### src/core/brte_pkg.sv
// shared constants and types of the boundary-run test engine
package brte_pkg;
    // cell counts of the boundary cell chain
    localparam int CELLS_W = 40;
    localparam int HALF_W = 20;
    localparam int CTL_W = 12;
    localparam int CTL_LSB = 36;
    localparam int OE_A_POS = 46;
    localparam int OE_B_POS = 47;
    localparam int PIN_W = 20;
    localparam int CNT_W = 16;

    // run-test instruction code
    localparam logic [7:0] INSTR_RUN_TEST = 8'h09;

    // opcode values of the test control register
    localparam logic [1:0] OPLO_TOGGLE = 2'h0;
    localparam logic [1:0] OPLO_PSEUDO_RANDOM_GENERATION = 2'h1;
    localparam logic [1:0] OPLO_PSA = 2'h2;
    localparam logic [1:0] OPLO_COMBINED = 2'h3;

    // feedback taps per generator length
    localparam logic [39:0] TAPS40 = 40'ha0_0014_0000;
    localparam logic [19:0] TAPS20 = 20'h9_0000;

    // register byte offsets
    localparam logic [7:0] OFS_CTRL = 8'h00;
    localparam logic [7:0] OFS_CELLS_LO = 8'h04;
    localparam logic [7:0] OFS_CELLS_HI = 8'h08;
    localparam logic [7:0] OFS_CTL_CELLS = 8'h0c;
    localparam logic [7:0] OFS_SHADOW_LO = 8'h10;
    localparam logic [7:0] OFS_SHADOW_HI = 8'h14;
    localparam logic [7:0] OFS_STATUS = 8'h18;

    // field positions
    localparam int CTRL_OP_LSB = 0;
    localparam int CTRL_INSTR_LSB = 8;
    localparam int STAT_RUN_BIT = 0;
    localparam int STAT_MODE_LSB = 1;
    localparam int STAT_DIR_BIT = 4;
    localparam int STAT_CNT_LSB = 16;

    // reset values
    localparam logic [2:0] OPCODE_RST = 3'h0;
    localparam logic [7:0] INSTR_RST = 8'h00;
    localparam logic [31:0] RD_ZERO = 32'h0000_0000;

    // decoded operation
    typedef enum logic [2:0] {
        MODE_TOGGLE,
        MODE_PRPG40,
        MODE_PSA40,
        MODE_SIGNATURE_PLUS_PATTERN,
        MODE_SIGNATURE_PLUS_COUNT
    } brte_mode_e;
endpackage

### src/core/brte_cells.sv
// next value of the shift elements for one rising test-clock edge
`timescale 1ns/100ps
module brte_cells #(
    parameter int W = brte_pkg::CELLS_W,
    parameter int H = brte_pkg::HALF_W
) (
    // operation and direction
    input brte_pkg::brte_mode_e mode,
    input wire logic a_to_b,
    // cell state and pin levels
    input wire logic [W-1:0] in_mask,
    input wire logic [W-1:0] cells,
    input wire logic [W-1:0] pins,
    // result
    output logic [W-1:0] cells_next
);
    // mirror a vector so the generators run the other way
    function automatic logic [W-1:0] mirror(input logic [W-1:0] v);
        logic [W-1:0] r;
        r = '0;
        for (int i = 0; i < W; i++) begin
            r[i] = v[W-1-i];
        end
        return r;
    endfunction

    // full-length feedback shift step
    function automatic logic [W-1:0] step_full(input logic [W-1:0] v);
        return {v[W-2:0], ^(v & brte_pkg::TAPS40)};
    endfunction

    // half-length feedback shift step
    function automatic logic [H-1:0] step_half(input logic [H-1:0] v);
        return {v[H-2:0], ^(v & brte_pkg::TAPS20)};
    endfunction

    logic [W-1:0] o;
    logic [W-1:0] p;
    logic [W-1:0] m;
    logic [W-1:0] n;

    // direction picks the orientation; low half is always the input side
    assign o = a_to_b ? cells : mirror(cells);
    assign p = a_to_b ? pins : mirror(pins);
    assign m = a_to_b ? in_mask : mirror(in_mask);

    // an all-zero seed stays all zero in every xor generator
    always_comb begin
        n = o;
        unique case (mode)
            brte_pkg::MODE_TOGGLE: begin
                n = (m & p) | (~m & ~o);
            end
            brte_pkg::MODE_PRPG40: begin
                n = step_full(o);
            end
            brte_pkg::MODE_PSA40: begin
                n = step_full(o) ^ (p & m);
            end
            brte_pkg::MODE_SIGNATURE_PLUS_PATTERN: begin
                n[H-1:0] = step_half(o[H-1:0]) ^ (p[H-1:0] & m[H-1:0]);
                n[W-1:H] = step_half(o[W-1:H]);
            end
            brte_pkg::MODE_SIGNATURE_PLUS_COUNT: begin
                n[H-1:0] = step_half(o[H-1:0]) ^ (p[H-1:0] & m[H-1:0]);
                n[W-1:H] = o[W-1:H] + 20'h0_0001;
            end
        endcase
    end

    assign cells_next = a_to_b ? n : mirror(n);
endmodule

### src/core/brte_top.sv
// boundary-run test engine with a classic wishbone register slave
// What this block does
// - opcode comes from control register bits 2 to 0, bit 2 most significant.
// - operate only with run-test instruction loaded and in Run-Test/Idle.
// - low bits 00 select sample-and-toggle regardless of bit 2.
// - low bits 01 select 40-bit pseudo-random pattern generation.
// - low bits 10 select 40-bit signature compression.
// - opcode 011 selects 20-bit signature plus 20-bit pseudo-random pattern.
// - opcode 111 selects 20-bit signature plus 20-bit binary count.
// - control cells 47 to 36 never take part in any algorithm.
// - enable cells 47 and 46 decide whether output pins drive.
// - run only when exactly one direction is enabled, else act as bypass.
// - sample-and-toggle captures input-mode pin levels each rising test clock.
// - toggle inverts output cells on rise, shadows and pins follow on fall.
// - pattern mode steps 40-bit generator on rise, shadows and pins on fall.
// - an all-zero seed keeps producing the same all-zero pattern.
// - 40-bit signature folds input-mode pin levels in each rising edge.
// - 40-bit signature mode holds shadows and keeps driving them.
// - combined modes compress inputs into 20-bit signature in input cells.
// - signature-plus-pattern steps 20-bit generator in output cells, pins on fall.
// - signature-plus-count increments 20-bit counter in output cells, pins on fall.
// - instruction 00001001 is the run-test instruction, putting device in test mode.
`timescale 1ns/100ps
module brte_top #(
    parameter int CELLS = brte_pkg::CELLS_W,
    parameter int PINS = brte_pkg::PIN_W
) (
    // clock, reset and clock enable
    input wire logic MCLK,
    input wire logic RESET_N,
    input wire logic CE,
    // wishbone slave
    input wire logic WB_CYC_I,
    input wire logic WB_STB_I,
    input wire logic WB_WE_I,
    input wire logic [7:0] WB_ADR_I,
    input wire logic [3:0] WB_SEL_I,
    input wire logic [31:0] WB_DAT_I,
    output logic [31:0] WB_DAT_O,
    output logic WB_ACK_O,
    // test access pins from the controller side
    input wire logic TCK,
    input wire logic RUN_IDLE,
    // direction enables, active low
    input wire logic A_TO_B_OUTPUT_ENABLE_N,
    input wire logic B_TO_A_OUTPUT_ENABLE_N,
    // a side i/o pins
    input wire logic [PINS-1:0] A_IN,
    output logic [PINS-1:0] A_OUT,
    output logic A_OE,
    // b side i/o pins
    input wire logic [PINS-1:0] B_IN,
    output logic [PINS-1:0] B_OUT,
    output logic B_OE,
    // engine state
    output logic TEST_ACTIVE
);
    localparam int CW = brte_pkg::CTL_W;
    localparam int NW = brte_pkg::CNT_W;

    // every pin and the test clock cross into the system clock through
    // two flops; tck_d is the third stage, used only for edge detection
    // complete state of the block
    typedef struct packed {
        logic tck_s1;
        logic tck_s2;
        logic tck_d;
        logic idle_s1;
        logic idle_s2;
        logic a_to_b_output_enable_n_s1;
        logic a_to_b_output_enable_n_s2;
        logic b_to_a_output_enable_n_s1;
        logic b_to_a_output_enable_n_s2;
        logic [PINS-1:0] pa_s1;
        logic [PINS-1:0] pa_s2;
        logic [PINS-1:0] pb_s1;
        logic [PINS-1:0] pb_s2;
        logic [2:0] opcode;
        logic [7:0] instr;
        logic [CELLS-1:0] cells;
        logic [CW-1:0] ctl_cells;
        logic [CELLS-1:0] shadow;
        logic [NW-1:0] step_cnt;
        brte_pkg::brte_mode_e mode;
        logic run;
        logic a_oe;
        logic b_oe;
        logic ack;
        logic [31:0] dat;
    } brte_state_s;

    brte_state_s st_reg;
    brte_state_s st_next;

    // byte-lane merge for register writes
    function automatic logic [31:0] merge(
        input logic [31:0] old,
        input logic [31:0] wdat,
        input logic [3:0] sel
    );
        logic [31:0] r;
        r = old;
        for (int b = 0; b < 4; b++) begin
            if (sel[b]) begin
                r[8*b +: 8] = wdat[8*b +: 8];
            end
        end
        return r;
    endfunction

    // opcode to operation decode
    function automatic brte_pkg::brte_mode_e decode_op(input logic [2:0] op);
        brte_pkg::brte_mode_e md;
        md = brte_pkg::MODE_TOGGLE;
        unique case (op[1:0])
            brte_pkg::OPLO_TOGGLE: md = brte_pkg::MODE_TOGGLE;
            brte_pkg::OPLO_PSEUDO_RANDOM_GENERATION: md = brte_pkg::MODE_PRPG40;
            brte_pkg::OPLO_PSA: md = brte_pkg::MODE_PSA40;
            brte_pkg::OPLO_COMBINED: begin
                md = op[2] ? brte_pkg::MODE_SIGNATURE_PLUS_COUNT
                           : brte_pkg::MODE_SIGNATURE_PLUS_PATTERN;
            end
        endcase
        return md;
    endfunction

    // decoded conditions from the current state
    logic tck_rise;
    logic tck_fall;
    logic a_to_b;
    logic one_dir;
    logic run_ok;
    logic a_in_mode;
    logic b_in_mode;
    brte_pkg::brte_mode_e mode_now;
    logic [CELLS-1:0] in_mask;
    logic [CELLS-1:0] pins_now;
    logic [CELLS-1:0] cells_step;
    logic [31:0] wr_val;
    logic [31:0] rd_val;
    logic bus_req;

    // synchroniser flops reset low like an idle test clock, so no false
    // edge appears after reset
    // edges of the synchronised test clock
    assign tck_rise = st_reg.tck_s2 & ~st_reg.tck_d;
    assign tck_fall = ~st_reg.tck_s2 & st_reg.tck_d;

    // direction and run qualification
    assign a_to_b = ~st_reg.a_to_b_output_enable_n_s2 & st_reg.b_to_a_output_enable_n_s2;
    assign one_dir = st_reg.a_to_b_output_enable_n_s2 ^ st_reg.b_to_a_output_enable_n_s2;
    assign run_ok = (st_reg.instr == brte_pkg::INSTR_RUN_TEST)
                    & st_reg.idle_s2 & one_dir;
    assign mode_now = decode_op(st_reg.opcode);

    // enable cells are active low: an inactive one leaves its side as inputs
    assign a_in_mode = st_reg.ctl_cells[brte_pkg::OE_A_POS -
                                        brte_pkg::CTL_LSB];
    assign b_in_mode = st_reg.ctl_cells[brte_pkg::OE_B_POS -
                                        brte_pkg::CTL_LSB];
    assign in_mask = {{PINS{b_in_mode}}, {PINS{a_in_mode}}};
    assign pins_now = {st_reg.pb_s2, st_reg.pa_s2};

    // in the 20-bit modes the source side of the enabled direction holds
    // the signature and the other side the generator or counter; the
    // sub-module mirrors the chain for b-to-a so one set of taps serves
    // shift-element update for one rising edge
    brte_cells #(
        .W(CELLS),
        .H(brte_pkg::HALF_W)
    ) u_cells (
        .mode(mode_now),
        .a_to_b(a_to_b),
        .in_mask(in_mask),
        .cells(st_reg.cells),
        .pins(pins_now),
        .cells_next(cells_step)
    );

    // a request is taken only while ack is low, so each gets one ack
    // bus request and unmerged write data
    assign bus_req = WB_CYC_I & WB_STB_I & ~st_reg.ack;
    assign wr_val = WB_DAT_I;

    // register map, byte offsets:
    //   00 control: opcode in [2:0], loaded instruction in [15:8];
    //      a write here also clears the step count
    //   04 data cells 31 to 0, read and write
    //   08 data cells 39 to 32 in [7:0], read and write
    //   0c chain positions 47 to 36 in [11:0], read and write;
    //      bit 11 is the b side enable cell, bit 10 the a side one,
    //      a zero in either puts that side in output mode
    //   10 shadow latches 31 to 0, read only
    //   14 shadow latches 39 to 32 in [7:0], read only
    //   18 status: [0] active, [3:1] operation, [4] a-to-b direction,
    //      [31:16] count of rising test-clock steps
    //   any other offset reads as zero and ignores writes
    // register read mux
    always_comb begin
        rd_val = brte_pkg::RD_ZERO;
        unique case (WB_ADR_I)
            brte_pkg::OFS_CTRL: begin
                rd_val[brte_pkg::CTRL_OP_LSB +: 3] = st_reg.opcode;
                rd_val[brte_pkg::CTRL_INSTR_LSB +: 8] = st_reg.instr;
            end
            brte_pkg::OFS_CELLS_LO: begin
                rd_val = st_reg.cells[31:0];
            end
            brte_pkg::OFS_CELLS_HI: begin
                rd_val[CELLS-33:0] = st_reg.cells[CELLS-1:32];
            end
            brte_pkg::OFS_CTL_CELLS: begin
                rd_val[CW-1:0] = st_reg.ctl_cells;
            end
            brte_pkg::OFS_SHADOW_LO: begin
                rd_val = st_reg.shadow[31:0];
            end
            brte_pkg::OFS_SHADOW_HI: begin
                rd_val[CELLS-33:0] = st_reg.shadow[CELLS-1:32];
            end
            brte_pkg::OFS_STATUS: begin
                rd_val[brte_pkg::STAT_RUN_BIT] = st_reg.run;
                rd_val[brte_pkg::STAT_MODE_LSB +: 3] = st_reg.mode;
                rd_val[brte_pkg::STAT_DIR_BIT] = a_to_b;
                rd_val[brte_pkg::STAT_CNT_LSB +: NW] = st_reg.step_cnt;
            end
            default: begin
                rd_val = brte_pkg::RD_ZERO; // unmapped reads as zero
            end
        endcase
    end

    // timing against the system clock: each test-clock phase must last
    // at least three system clocks; a rising test-clock edge reaches the
    // cells on the third system edge after it, a falling one reaches
    // shadows, pins and enables on the third edge too
    // bus timing: ack follows one cycle after the request is taken and
    // lasts one cycle; read data holds until the next request, a write returning zero
    // a bus write to the cells in the cycle of a step wins over the step
    // next-state logic
    always_comb begin
        logic [31:0] tmp;
        tmp = brte_pkg::RD_ZERO;
        st_next = st_reg;

        // two-flop synchronisers for the test clock, run-idle, enables and pins
        st_next.tck_s1 = TCK;
        st_next.tck_s2 = st_reg.tck_s1;
        st_next.tck_d = st_reg.tck_s2;
        st_next.idle_s1 = RUN_IDLE;
        st_next.idle_s2 = st_reg.idle_s1;
        st_next.a_to_b_output_enable_n_s1 = A_TO_B_OUTPUT_ENABLE_N;
        st_next.a_to_b_output_enable_n_s2 = st_reg.a_to_b_output_enable_n_s1;
        st_next.b_to_a_output_enable_n_s1 = B_TO_A_OUTPUT_ENABLE_N;
        st_next.b_to_a_output_enable_n_s2 = st_reg.b_to_a_output_enable_n_s1;
        st_next.pa_s1 = A_IN;
        st_next.pa_s2 = st_reg.pa_s1;
        st_next.pb_s1 = B_IN;
        st_next.pb_s2 = st_reg.pb_s1;

        // status view of the engine
        st_next.run = run_ok;
        st_next.mode = mode_now;

        // rising edge: shift elements take the selected algorithm's step;
        // control cells are kept out of every algorithm
        if (run_ok && tck_rise) begin
            st_next.cells = cells_step;
            st_next.step_cnt = st_reg.step_cnt + 16'h0001;
        end

        // falling edge: output-mode shadows follow their shift elements,
        // except in full-length signature mode where they hold
        if (run_ok && tck_fall &&
            mode_now != brte_pkg::MODE_PSA40) begin
            st_next.shadow = (st_reg.shadow & in_mask) |
                             (st_reg.cells & ~in_mask);
        end

        // when the engine is not qualified both sides are forced to float,
        // the same as under the bypass instruction
        // pin drive follows the enable cells while the engine runs
        if (tck_fall || !run_ok) begin
            st_next.a_oe = run_ok & ~a_in_mode;
            st_next.b_oe = run_ok & ~b_in_mode;
        end

        // wishbone: one registered ack per request, dropped next cycle
        st_next.ack = 1'b0;
        if (bus_req) begin
            st_next.ack = 1'b1;
            st_next.dat = rd_val;
            if (WB_WE_I) begin
                st_next.dat = brte_pkg::RD_ZERO;
                unique case (WB_ADR_I)
                    brte_pkg::OFS_CTRL: begin
                        tmp = merge(rd_val, wr_val, WB_SEL_I);
                        st_next.opcode = tmp[brte_pkg::CTRL_OP_LSB +: 3];
                        st_next.instr = tmp[brte_pkg::CTRL_INSTR_LSB +: 8];
                        st_next.step_cnt = '0;
                    end
                    brte_pkg::OFS_CELLS_LO: begin
                        tmp = merge(st_next.cells[31:0], wr_val, WB_SEL_I);
                        st_next.cells[31:0] = tmp;
                    end
                    brte_pkg::OFS_CELLS_HI: begin
                        tmp = merge(rd_val, wr_val, WB_SEL_I);
                        st_next.cells[CELLS-1:32] = tmp[CELLS-33:0];
                    end
                    brte_pkg::OFS_CTL_CELLS: begin
                        tmp = merge(rd_val, wr_val, WB_SEL_I);
                        st_next.ctl_cells = tmp[CW-1:0];
                    end
                    default: begin
                        tmp = brte_pkg::RD_ZERO; // read-only or unmapped
                    end
                endcase
            end
        end
    end

    // the reset branch loads constants only; opcode, instruction, cells
    // and shadows all start at zero
    // state register; clock enable low freezes everything
    always_ff @(posedge MCLK or negedge RESET_N) begin
        if (!RESET_N) begin
            st_reg <= '0;
        end else if (CE) begin
            st_reg <= st_next;
        end
    end

    // outputs straight from the state register
    assign WB_DAT_O = st_reg.dat;
    assign WB_ACK_O = st_reg.ack;
    assign A_OUT = st_reg.shadow[PINS-1:0];
    assign B_OUT = st_reg.shadow[CELLS-1:PINS];
    assign A_OE = st_reg.a_oe;
    assign B_OE = st_reg.b_oe;
    assign TEST_ACTIVE = st_reg.run;
endmodule

### config.mk
export PLATFORM = sky130hd
export DESIGN_NAME = brte_top
export DESIGN_NICKNAME = d
export VERILOG_FILES = /design/src/core/brte_pkg.sv /design/src/core/brte_cells.sv /design/src/core/brte_top.sv
export SDC_FILE = /design/constraint.sdc
export NUM_CORES = 1
export LEC_CHECK = 0
export ABC_AREA = 1
export BUFFER_PORTS_ARGS = -buffer_cell sky130_fd_sc_hd__buf_2
export CAP_MARGIN = 20
export CORE_AREA = 3 3 193 213
export CTS_BUF_LIST = sky130_fd_sc_hd__clkbuf_16
export DETAILED_ROUTE_END_ITERATION = 12
export DIE_AREA = 0 0 196 216
export GPL_TIMING_DRIVEN = 0
export SYNTH_ARGS = -nofsm -noshare
export SYNTH_HDL_FRONTEND = slang
export SYNTH_SLANG_ARGS = --single-unit
### constraint.sdc
create_clock -name MCLK -period 3.7 [get_ports MCLK]
set_input_delay 0.555 -clock MCLK [delete_from_list [all_inputs] [get_ports MCLK]]
set_output_delay 0.555 -clock MCLK [all_outputs]
set_load 0.1 [all_outputs]
Yosys cells after proc, flatten, opt, wreduce, memory -nomap -nowiden
Cells that the tools add are included.

cells by class
  add/sub/neg operators = 2
  multiply operators = 0
  div/mod/pow operators = 0
  magnitude comparators = 0
  eq/ne operators = 15
  shift operators = 0
  muxes and demuxes = 31
  bitwise operators = 28
  reduce and logical (&&, ||, !) cells = 16

operator list
  operator                 count
  $mux W40                 5
  $pmux W40 S5             1
  $and A40 B40 Y40         4
  $not A40 Y40             3
  $mux W52                 2
  $or A40 B40 Y40          2
  $mux W16                 4
  $mux W32                 2
  $mux W8                  7
  $pmux W16 S3             1
  $reduce_xor A20 Y1       2
  $reduce_xor A40 Y1       1
  $xor A40 B40 Y40         1
  $mux W33                 1
  $eq A8 B4 Y1 const B     3
  $eq A8 B5 Y1 const B     3
  $pmux W3 S7              1
  $add A20 B1 Y20 const B  1
  $and A20 B20 Y20         1
  $xor A20 B20 Y20         1
  $add A16 B1 Y16 const B  1
  $pmux W4 S4              1
  $pmux W3 S5              1
  $mux W12                 1
  other kinds (22)         42

word-level totals
  flip-flop bits (word level) = 247
  latch bits = 0
  memory bits (writable) = 0
  memory bits (read-only) = 0
  output and inout bits = 76
  logic and storage cells = 117
  memories kept = 0

Depth between registers and ports, before layout
Gate-level depths: netlist (run 1).

  word-level depth = 13
  mapped depth = 21
  depth with buffers taken out = 20

By module
A second synthesis (run 1) with hierarchy kept.

unflattened totals
  cells, all modules = 2494
  area, all modules = 16597.2 µm²

by module, submodules not included
  module      instances  cells each  area an instance (µm²)
  brte_top    1          1568        12298.0
  brte_cells  1          926         4299.1

Worst setup path after synthesis (run 1)
No wires, ideal clock.

  kind = register to register
  start = register st_reg[240] in the netlist's numbering
  end = register st_reg[145] in the netlist's numbering
  library setup time = 0.117 ns
  data arrival time = 2.210 ns
  data required time = 3.583 ns
  setup slack = 1.374 ns
  stages on the path, launching flop included = 21
  buffers on the path = 2
  path through = dfrtp_1 -> inv_1 -> ha_1 -> buf_6 -> buf_8 -> nand2_1 -> o21ai_2 -> ha_1 -> nand2_1 -> nor2_1 -> nand2_1 -> nor2_1 -> nand3_1 -> nand3_1 -> nand2_1 -> o21ai_1 -> nand2_1 -> nand2_1 -> nand2_1 -> nand2_1 -> nand2_1

between the ends
  longest elaborated chain between the ends = 12

RTL lines
  element                                                                  RTL line         source
  from (decl)                                                              brte_top.sv:92   brte_state_s st_reg;
  from (signal assigned)                                                   brte_top.sv:329  st_reg <= st_next;
  parallel branches: the longest is 8 deep, another holds $add A20 B1 Y20  n/a
  $mux W40 (*)                                                             brte_top.sv:267  if (run_ok && tck_rise) begin
  $mux W8                                                                  brte_top.sv:295  unique case (WB_ADR_I)
  $mux W52                                                                 brte_top.sv:293  if (WB_WE_I) begin
  $mux W52 (*)                                                             brte_top.sv:290  if (bus_req) begin

Every way passes the cells marked *.
A chain may end at the register's enable or synchronous reset.

Worst setup path after layout (run 1)
  start = register st_reg[240] in the netlist's numbering
  end = register st_reg[141] in the netlist's numbering

The elaborated chain is that of the path after synthesis.

==> flow_metrics.env, run 1 <==
export IMPL_vdd_drop_max_uv=326.2
export IMPL_cts_reportedPaths_clkPinSlew_ns=0.06
export IMPL_placed_area_um2=17120
export IMPL_drc_errors=0
export IMPL_p_leak_nw=8.987
export IMPL_final_common_cell="nand2_1"
export IMPL_antenna_found_initial=0
export IMPL_p_seq_share_pct=41.0
export IMPL_rsz0062_at_grt="false"
export IMPL_cts_root_buf="clkbuf_16"
export IMPL_grt_pass1_wl_um=92450
export IMPL_power_density_nw_per_um2=409.3
export IMPL_htree_levels=1
export IMPL_critPathMaxFanout=10
export IMPL_vias_per_cell=5.434
export IMPL_wl_per_cell_um=20.74
export IMPL_critPathKind="reg2reg"
export IMPL_power_frac_comb_pct=20.3
export IMPL_synth_warnings=0
export IMPL_firstDrtPassIters=6
export IMPL_grt_pass1_vias=15340
export IMPL_path_delay_family="simple AND/OR/NAND/NOR gates"
export IMPL_grt_max_degree=108
export IMPL_drive_above_1_share_pct=15.33
export IMPL_p_int_mw=4.938
export IMPL_crit_path_cell_trace="inv_1, ha_1, buf_6, buf_8, nand2_1, o21ai_2, ha_1, nand2_1, nor3_1, nand2_1, nor2_1, nand2_1, nand3_1, nand3_1, o21ai_1, nand2_1, nand2_1, nand2_1"
export IMPL_synthCells=2246
export IMPL_synthTopCellsByArea="dfrtp_1 (40%), nand2_1 (18%), o21ai_0 (8.1%)"
export IMPL_synth_ff_type="dfrtp_1"
export IMPL_track_usage_pct=28.41
export IMPL_maxCapViolCount=0
export IMPL_layout_setup_ws_ns=0.4928
export IMPL_gp_congestion=1.052
export IMPL_max_slew_margin_pct=30.83
export IMPL_final_util_pct=46.13
export IMPL_synth_nets=2343
export IMPL_clk_latency_ns=0.58
export IMPL_ys_types=52
export IMPL_cts_buffers=29
export IMPL_final_setup_skew_ns=0.01109
export IMPL_syn_cell_area_um2=15570
export IMPL_ys_seq_elements=247
export IMPL_dp_hpwl_um=49110
export IMPL_wl_um=61790
export IMPL_die_area_um2=42340
export IMPL_ys_seq_area_share_pct=39.69
export IMPL_clk_path_buf_depth=3
export IMPL_p_clk_share_pct=38.7
export IMPL_finalHoldViolCount=0
export IMPL_slowest_stage="dfrtp_1"
export IMPL_worstPathRequired_ns=4.16
export IMPL_synthArstFlopShare_pct=100.0
export IMPL_placementRows=76
export IMPL_stdcell_count=2979
export IMPL_power_switching_mw=2.460
export IMPL_die_h_um=216
export IMPL_ioPinCount=170
export IMPL_power_total_mw=7.398
export IMPL_slowest_delay_ns=0.36
export IMPL_stdcell_area_um2=18070
export IMPL_period_share_pct=86.68
export IMPL_fmax_mhz=311.8
export IMPL_synth_top_area_cell="dfrtp_1"
export IMPL_synth_edf_count=0
export IMPL_diodes=0
export IMPL_layout_nets=2546
export IMPL_synth_avg_cell_area_um2=6.933
export IMPL_finalSetupViolCount=0
export IMPL_dp_cells=2924
export IMPL_critPathLaunchType="flip-flop"
export IMPL_area_growth_pct=16.06
export IMPL_synth_top_area_share_pct=39.69
export IMPL_cts_sinks=247
export IMPL_run_status="finished clean"
export IMPL_hold_slack_ns=0.1776
export IMPL_port_buffers=169
export IMPL_pre_cts_ws_ns=0.5714
export IMPL_cts_tree="built"
export IMPL_crit_buf_inv=3
export IMPL_hp_class="in2reg"
export IMPL_ant_nets=0
export IMPL_dr_first_iter_drc_count=1402
export IMPL_drv_slew=0
export IMPL_endpoint_kind="flip-flop"
export IMPL_crit_arrival_ns=3.66
export IMPL_vias=16190
export IMPL_start_util_pct=39.75
export IMPL_tns_ns=0
export IMPL_grt_overflow_total=0
export IMPL_tightest_slew_ns=1.030
export IMPL_fin_crit_ns=3.207
export IMPL_p_sw_share_pct=33.25
export IMPL_core_um2=39180
export IMPL_crit_top_cell="nand2_1"
export IMPL_layout_common_cells="nand2_1 (745), o21ai_0 (252), dfrtp_1 (247)"
export IMPL_die_x_um=196
[synthesized netlist by cell type, drive strengths merged, types with 2 or more instances]
cell type and number:
a211oi 3, a21boi 2, a21o 7, a21oi 112
a221oi 18, a22o 2, a31oi 2, buf 118
clkbuf 72, clkinv 5, dfrtp 247, ha 3
inv 189, mux2 2, nand2 756, nand3 116
nand3b 5, nand4 29, nor2 139, nor3 24
nor4 5, o211ai 38, o21a 6, o21ai 296
o21bai 2, o22ai 24, o311ai 4, o31ai 10
or2 3, xor2 2
[worst register-to-register path: stages, from the launching register on]
cell and delay (ns):
dfrtp_1 0.36, inv_1 0.08, ha_1 0.22, buf_6 0.19
buf_8 0.19, nand2_1 0.09, o21ai_2 0.17, ha_1 0.24
nand2_1 0.11, nor3_1 0.34, nand2_1 0.25, nor2_1 0.14
nand2_1 0.06, nand3_1 0.07, nand3_1 0.15, o21ai_1 0.24
nand2_1 0.08, nand2_1 0.06, nand2_1 0.05
[routing by layer]
| layer | global-route usage, % | vias to the layer above | share of wire [%] |
|---|---|---|---|
| met5 | 0 | - | 0 |
| met3 | 3.607 | 148 | 7.4 |
| met1 | 36.90 | 7578 | 41 |
| met4 | 12.15 | 0 | 4.5 |
| li1 | - | 7736 | - |
| met2 | 47.77 | 725 | 47 |
[repair_timing]
| item | 4_1_cts | 5_1_grt |
|---|---|---|
| endpoints found under the hold margin | 40 | 0 |
| gates resized for setup | 0 | 0 |
| hold buffers | 1 | 0 |
| buffers inserted | 0 | 0 |
[cell type report]
cell class	count	area, µm²
inverter	194	728.2
timing repair buffer	172	920.9
clock inverter	25	220.2
buffer	190	1114
multi-input combinational	1615	7550
fill	4140	21100
clock buffer	29	725.7
tap	507	634.4
sequential	247	6181
[final timing paths]
check,startpoint,depth (start not counted),to,slack [ns]
setup / recovery,st_reg[240],18,st_reg[141],0.49
hold / removal,TCK,3,st_next[245],0.18
setup reg to reg,st_reg[240],18,st_reg[141],0.49
hold reg to reg,st_next[215],2,st_next[215],0.47
max in group asynchronous,RESET_N,3,st_reg[44],2.38
min in group asynchronous,RESET_N,2,st_next[211],0.46
[cell families (layout without fill, tap and decap cells)]
group                    after synthesis  after routing  synth area share [%]
adder cells (fa/ha/maj)                3              3                0.2411
AO/OA/AOI/OAI                        529            529                 19.33
XOR/XNOR                               2              2                0.1125
AND/OR/NAND/NOR                     1079           1079                 28.65
buffers and inverters                384            610                 11.83
multiplexers                           2              2                0.1446
flip-flops                           247            247                 39.69
[power by group through the flow]
stage          Combinational, mW  Clock, mW  Sequential [mW]
6_report                    1.50       2.86             3.03
5_1_grt                     1.65       3.01             3.05
4_1_cts                     1.47       2.91             3.03
3_5_place_dp                1.47          0             3.08
3_3_place_gp                1.44          0             3.07
2_1_floorplan              0.901          0             3.03
Note: power is estimated with default switching activity, not from simulation.
==> run 2: changes to the inputs <==
- BUFFER_PORTS_ARGS: -buffer_cell sky130_fd_sc_hd__buf_2 -> -buffer_cell sky130_fd_sc_hd__buf_4
- CORE_AREA: 3 3 193 213 -> 3 3 171 240
- DIE_AREA: 0 0 196 216 -> 0 0 174 243
- MAX_ROUTING_LAYER: not set -> met4
==> run 2 against run 1 <==
Total power increased by 2.6%. Hold slack got worse by 0.0097 ns. Cell count rose by 0.57%. Clock power rose by 5%. First-iteration DRC count grew 9.3%.
==> flow_metrics.env, run 2 (synthesized netlist as in run 1, its figures left out) <==
export IMPL_run_status="finished clean"
export IMPL_placementRows=86
export IMPL_grt_pass1_vias=16080
export IMPL_area_growth_pct=19.03
export IMPL_antenna_found_initial=0
export IMPL_crit_path_cell_trace="inv_1, ha_1, buf_6, buf_8, nand2_1, o21ai_2, ha_1, nand2_1, nor2_1, nand2_1, nor2_1, nand2_1, nand3_1, nand3_1, o21ai_1, nand2_1, nand2_1, nand2_1, nand2_1, nand2_1"
export IMPL_p_sw_share_pct=33.11
export IMPL_cts_buffers=27
export IMPL_htree_levels=1
export IMPL_grt_overflow_total=0
export IMPL_min_from="A_IN[13]"
export IMPL_core_um2=39170
export IMPL_track_usage_pct=32.65
export IMPL_p_leak_nw=9.060
export IMPL_p_seq_share_pct=39.9
export IMPL_fmax_mhz=301.5
export IMPL_p_int_mw=5.077
export IMPL_grt_pass1_wl_um=101300
export IMPL_p_clk_share_pct=39.4
export IMPL_start_util_pct=39.76
export IMPL_critPathMaxFanout=10
export IMPL_port_buffers=169
export IMPL_power_frac_comb_pct=20.6
export IMPL_ant_nets=0
export IMPL_crit_arrival_ns=3.80
export IMPL_power_switching_mw=2.513
export IMPL_finalHoldViolCount=0
export IMPL_crit_top_cell="nand2_1"
export IMPL_endpoint_kind="flip-flop"
export IMPL_clk_latency_ns=0.59
export IMPL_power_density_nw_per_um2=409.5
export IMPL_worstPathRequired_ns=4.18
export IMPL_placed_area_um2=17560
export IMPL_grt_max_degree=99
export IMPL_wl_um=68310
export IMPL_rsz0062_at_grt="false"
export IMPL_rr_startpoint="st_reg[240]"
export IMPL_dp_hpwl_um=54810
export IMPL_die_x_um=174
export IMPL_clk_path_buf_depth=3
export IMPL_firstDrtPassIters=8
export IMPL_gp_congestion=1.023
export IMPL_drv_slew=0
export IMPL_cts_sinks=247
export IMPL_max_slew_margin_pct=20.66
export IMPL_maxCapViolCount=0
export IMPL_period_share_pct=89.63
export IMPL_final_setup_skew_ns=0.02029
export IMPL_cts_reportedPaths_clkPinSlew_ns=0.07
export IMPL_stdcell_area_um2=18540
export IMPL_ioPinCount=170
export IMPL_hp_class="in2reg"
export IMPL_power_total_mw=7.590
export IMPL_drive_above_1_share_pct=15.36
export IMPL_fin_crit_ns=3.316
export IMPL_cp_startpoint="st_reg[240]"
export IMPL_die_h_um=243
export IMPL_finalSetupViolCount=0
export IMPL_post_cts_resized=0
export IMPL_tightest_slew_ns=1.181
export IMPL_critPathKind="reg2reg"
export IMPL_dr_first_iter_drc_count=1533
export IMPL_cts_setup_buffers=0
export IMPL_final_common_cell="nand2_1"
export IMPL_vdd_drop_max_uv=361.2
export IMPL_cts_root_buf="clkbuf_16"
export IMPL_drc_errors=0
export IMPL_slowest_stage="dfrtp_1"
export IMPL_cts_tree="built"
export IMPL_hold_buffers=1
export IMPL_layout_common_cells="nand2_1 (745), o21ai_0 (252), buf_4 (249)"
export IMPL_critPathLaunchType="flip-flop"
export IMPL_vias_per_cell=5.379
export IMPL_wl_per_cell_um=22.80
export IMPL_slowest_delay_ns=0.36
export IMPL_layout_nets=2544
export IMPL_vias=16110
export IMPL_die_area_um2=42280
export IMPL_diodes=0
-- run 2: cell count changes in the layout (fill, tap and decap cells not counted), moves of 2 or more --
cell	delta
clkinv_1	-3
inv_6	-4
buf_4	+168
bufinv_16	+3
buf_2	-168
clkinv_2	+3
clkinv_4	-2
clkbuf_16	-2
-- run 2: through the flow --
step	cells	worst slack, ns	setup TNS (ns)	hold slack [ns]	util, %
final	2996	0.3836	0	0.1679	47.32
after global placement	2943	-0.05923	-6.329	0.4543	44.68
after floorplan	2246	1.374	0	0.2594	-
after global routing	2996	0.1395	0	0.1657	47.32
after CTS	2996	0.4072	0	0.1391	47.32
after detailed placement	2945	0.4061	0	0.4585	44.84
-- run 2: area by class of cell --
cell class	count	area, µm²
inverter	194	728.2
buffer	190	1114
multi-input combinational	1615	7550
timing repair buffer	172	1341
clock inverter	23	285.3
clock buffer	27	675.6
tap	528	660.6
fill	4221	20630
sequential	247	6181
-- run 2: path summary, 6_finish.rpt --
check / to / slack [ns] / cells after the start
worst min register to register: st_next[160] / 0.47 / 2
min in group asynchronous: asynchronous set/reset pin / 0.50 / 2
max in group asynchronous: pins_now[20] / 2.32 / 3
worst min-delay path: st_next[211] / 0.17 / 3
worst max register to register: st_reg[116] / 0.38 / 20
worst max-delay path: st_reg[116] / 0.38 / 20
-- run 2: power by group through the flow --
stage,clock [mW],sequential [mW],combinational [mW]
2_1_floorplan,0,3.03,0.901
3_5_place_dp,0,3.07,1.54
5_1_grt,3.15,3.05,1.73
3_3_place_gp,0,3.07,1.52
4_1_cts,3.04,3.02,1.55
6_report,2.99,3.03,1.57
-- run 2: worst max-delay path, delay by kind of cell, from the launching register on --
kind | cells | cell delay [ns]
simple gates | 13 | 1.51
fa+ha+maj | 2 | 0.52
buf+inv | 3 | 0.46
compound gates | 2 | 0.37
flops | 1 | 0.36
-- run 2: routing by layer --
metal	share of wire, %	vias up	GRT usage [%]
met5	0	-	-
met4	6.7	0	18.42
met3	5.7	210	3.818
met2	50	672	56.60
met1	38	7502	36.32
li1	-	7730	-
==> run 3: changes to the inputs <==
- SETUP_SLACK_MARGIN: not set -> 0.4
==> run 3 against run 2 <==
Wire length is essentially flat. Highest routed layer unchanged. Critical endpoint is now st_reg[121]. Core utilization grew 0.086 points. Total power is essentially flat. Critical path type unchanged.
==> flow_metrics.env, run 3 (synthesized netlist as in run 1, its figures left out) <==
export IMPL_run_status="finished clean"
export IMPL_hold_slack_ns=0.1713
export IMPL_power_density_nw_per_um2=408.8
export IMPL_dp_cells=2945
export IMPL_vdd_drop_max_uv=361.4
export IMPL_final_common_cell="nand2_1"
export IMPL_wl_um=68250
export IMPL_wl_met1_um=25840
export IMPL_maxCapViolCount=0
export IMPL_endpoint_kind="flip-flop"
export IMPL_drive_above_1_share_pct=15.76
export IMPL_diodes=0
export IMPL_top_layer_used="met4"
export IMPL_crit_arrival_ns=3.71
export IMPL_wl_met3_um=3623
export IMPL_clk_path_buf_depth=3
export IMPL_antenna_found_initial=0
export IMPL_grt_overflow_total=0
export IMPL_critPathKind="reg2reg"
export IMPL_port_buffers=169
export IMPL_cts_reportedPaths_clkPinSlew_ns=0.06
export IMPL_grt_pass1_vias=16080
export IMPL_grt_max_degree=99
export IMPL_placed_area_um2=17560
export IMPL_finalHoldViolCount=0
export IMPL_rsz0062_at_grt="true"
export IMPL_start_util_pct=39.76
export IMPL_layout_nets=2544
export IMPL_slowest_stage="nor2_2"
export IMPL_wl_per_cell_um=22.78
export IMPL_die_x_um=174
export IMPL_finalSetupViolCount=0
export IMPL_stdcell_count=2996
export IMPL_die_area_um2=42280
export IMPL_layout_setup_ws_ns=0.5086
export IMPL_gp_congestion=1.023
export IMPL_htree_levels=1
export IMPL_drv_slew=0
export IMPL_ant_nets=0
export IMPL_p_leak_nw=9.064
export IMPL_grt_pass1_wl_um=101300
export IMPL_stdcell_area_um2=18570
export IMPL_cts_root_buf="clkbuf_16"
export IMPL_cts_tree="built"
export IMPL_area_growth_pct=19.24
export IMPL_dp_hpwl_um=54810
export IMPL_crit_path_cell_trace="inv_1, ha_2, inv_1, nand4_1, nor4_1, nand4_1, nor2_2, buf_2, nand3_1, a21o_1, nand2_1"
export IMPL_worstPathRequired_ns=4.22
export IMPL_met2_length_um=34300
export IMPL_critPathLaunchType="flip-flop"
export IMPL_ioPinCount=170
export IMPL_fin_crit_ns=3.191
export IMPL_firstDrtPassIters=8
export IMPL_drc_errors=0
export IMPL_layout_common_cells="nand2_1 (743), o21ai_0 (250), buf_4 (249)"
export IMPL_pre_cts_ws_ns=0.4061
export IMPL_slowest_delay_ns=0.64
export IMPL_max_slew_margin_pct=19.21
export IMPL_critPathMaxFanout=10
export IMPL_core_um2=39170
export IMPL_cts_sinks=247
export IMPL_nFillCells=4220
export IMPL_placementRows=86
export IMPL_track_usage_pct=32.65
export IMPL_cts_setup_buffers=0
export IMPL_hp_class="in2reg"
export IMPL_final_setup_skew_ns=0.01849
export IMPL_period_share_pct=86.25
export IMPL_fmax_mhz=313.3
export IMPL_tightest_slew_ns=1.203
export IMPL_vias_per_cell=5.386
export IMPL_die_h_um=243
export IMPL_cts_buffers=27
export IMPL_dr_first_iter_drc_count=1477
export IMPL_vias=16140
export IMPL_clk_latency_ns=0.59
export IMPL_power_total_mw=7.592
[run 3: path summary, 6_finish.rpt]
kind                              startpoint                    endpoint  slack [ns]  cells after the start
worst max-delay path             st_reg[240]                 st_reg[121]        0.51                     11
worst min-delay path                A_IN[13]                st_next[211]        0.17                      3
max in group asynchronous            RESET_N                pins_now[20]        2.31                      3
worst min register to register  st_next[160]                st_next[160]        0.47                      2
min in group asynchronous            RESET_N  asynchronous set/reset pin        0.50                      2
worst max register to register   st_reg[240]                 st_reg[121]        0.51                     11
[run 3: final cells by class]
| class | count | area (µm²) | share of cell area, % |
|---|---|---|---|
| Buffer | 190 | 1115 | 6.004 |
| Inverter | 194 | 728.2 | 3.922 |
| Sequential cell | 247 | 6181 | 33.29 |
| Tap cell | 528 | 660.6 | 3.558 |
| Clock buffer | 27 | 675.6 | 3.639 |
| Clock inverter | 23 | 285.3 | 1.536 |
| Timing Repair Buffer | 172 | 1341 | 7.223 |
| Multi-Input combinational cell | 1615 | 7582 | 40.83 |
[run 3: where the power goes]
group / internal (mW) / switching (mW)
registers: 2.87 / 0.156
logic: 0.447 / 1.13
clock network: 1.76 / 1.23
total: 5.08 / 2.51
[run 3: what timing repair did]
action                     CTS  global route
resized for setup            0            13
setup endpoints to repair    0            26
hold endpoints to repair    55             0
hold buffers                 1             0
[run 3: per-stage QoR]
stage	utilization, %	setup TNS (ns)
6_report	47.41	0
3_3_place_gp	44.68	-6.329
4_1_cts	47.32	0
2_1_floorplan	-	0
5_1_grt	47.41	0
3_5_place_dp	44.84	0
[run 3: per-layer routing]
metal  vias up  track usage (%)
li1       7733                -
met3       201            3.818
met5         -                -
met4         0            18.42
met1      7544            36.32
met2       657            56.60
[run 3: worst max-delay path, delay by kind of cell (launching register included)]
| kind | cells | cell delay [ns] |
|---|---|---|
| simple gates | 6 | 1.63 |
| fa+ha+maj | 1 | 0.30 |
| flops | 1 | 0.35 |
| compound gates | 1 | 0.19 |
| buf+inv | 3 | 0.65 |
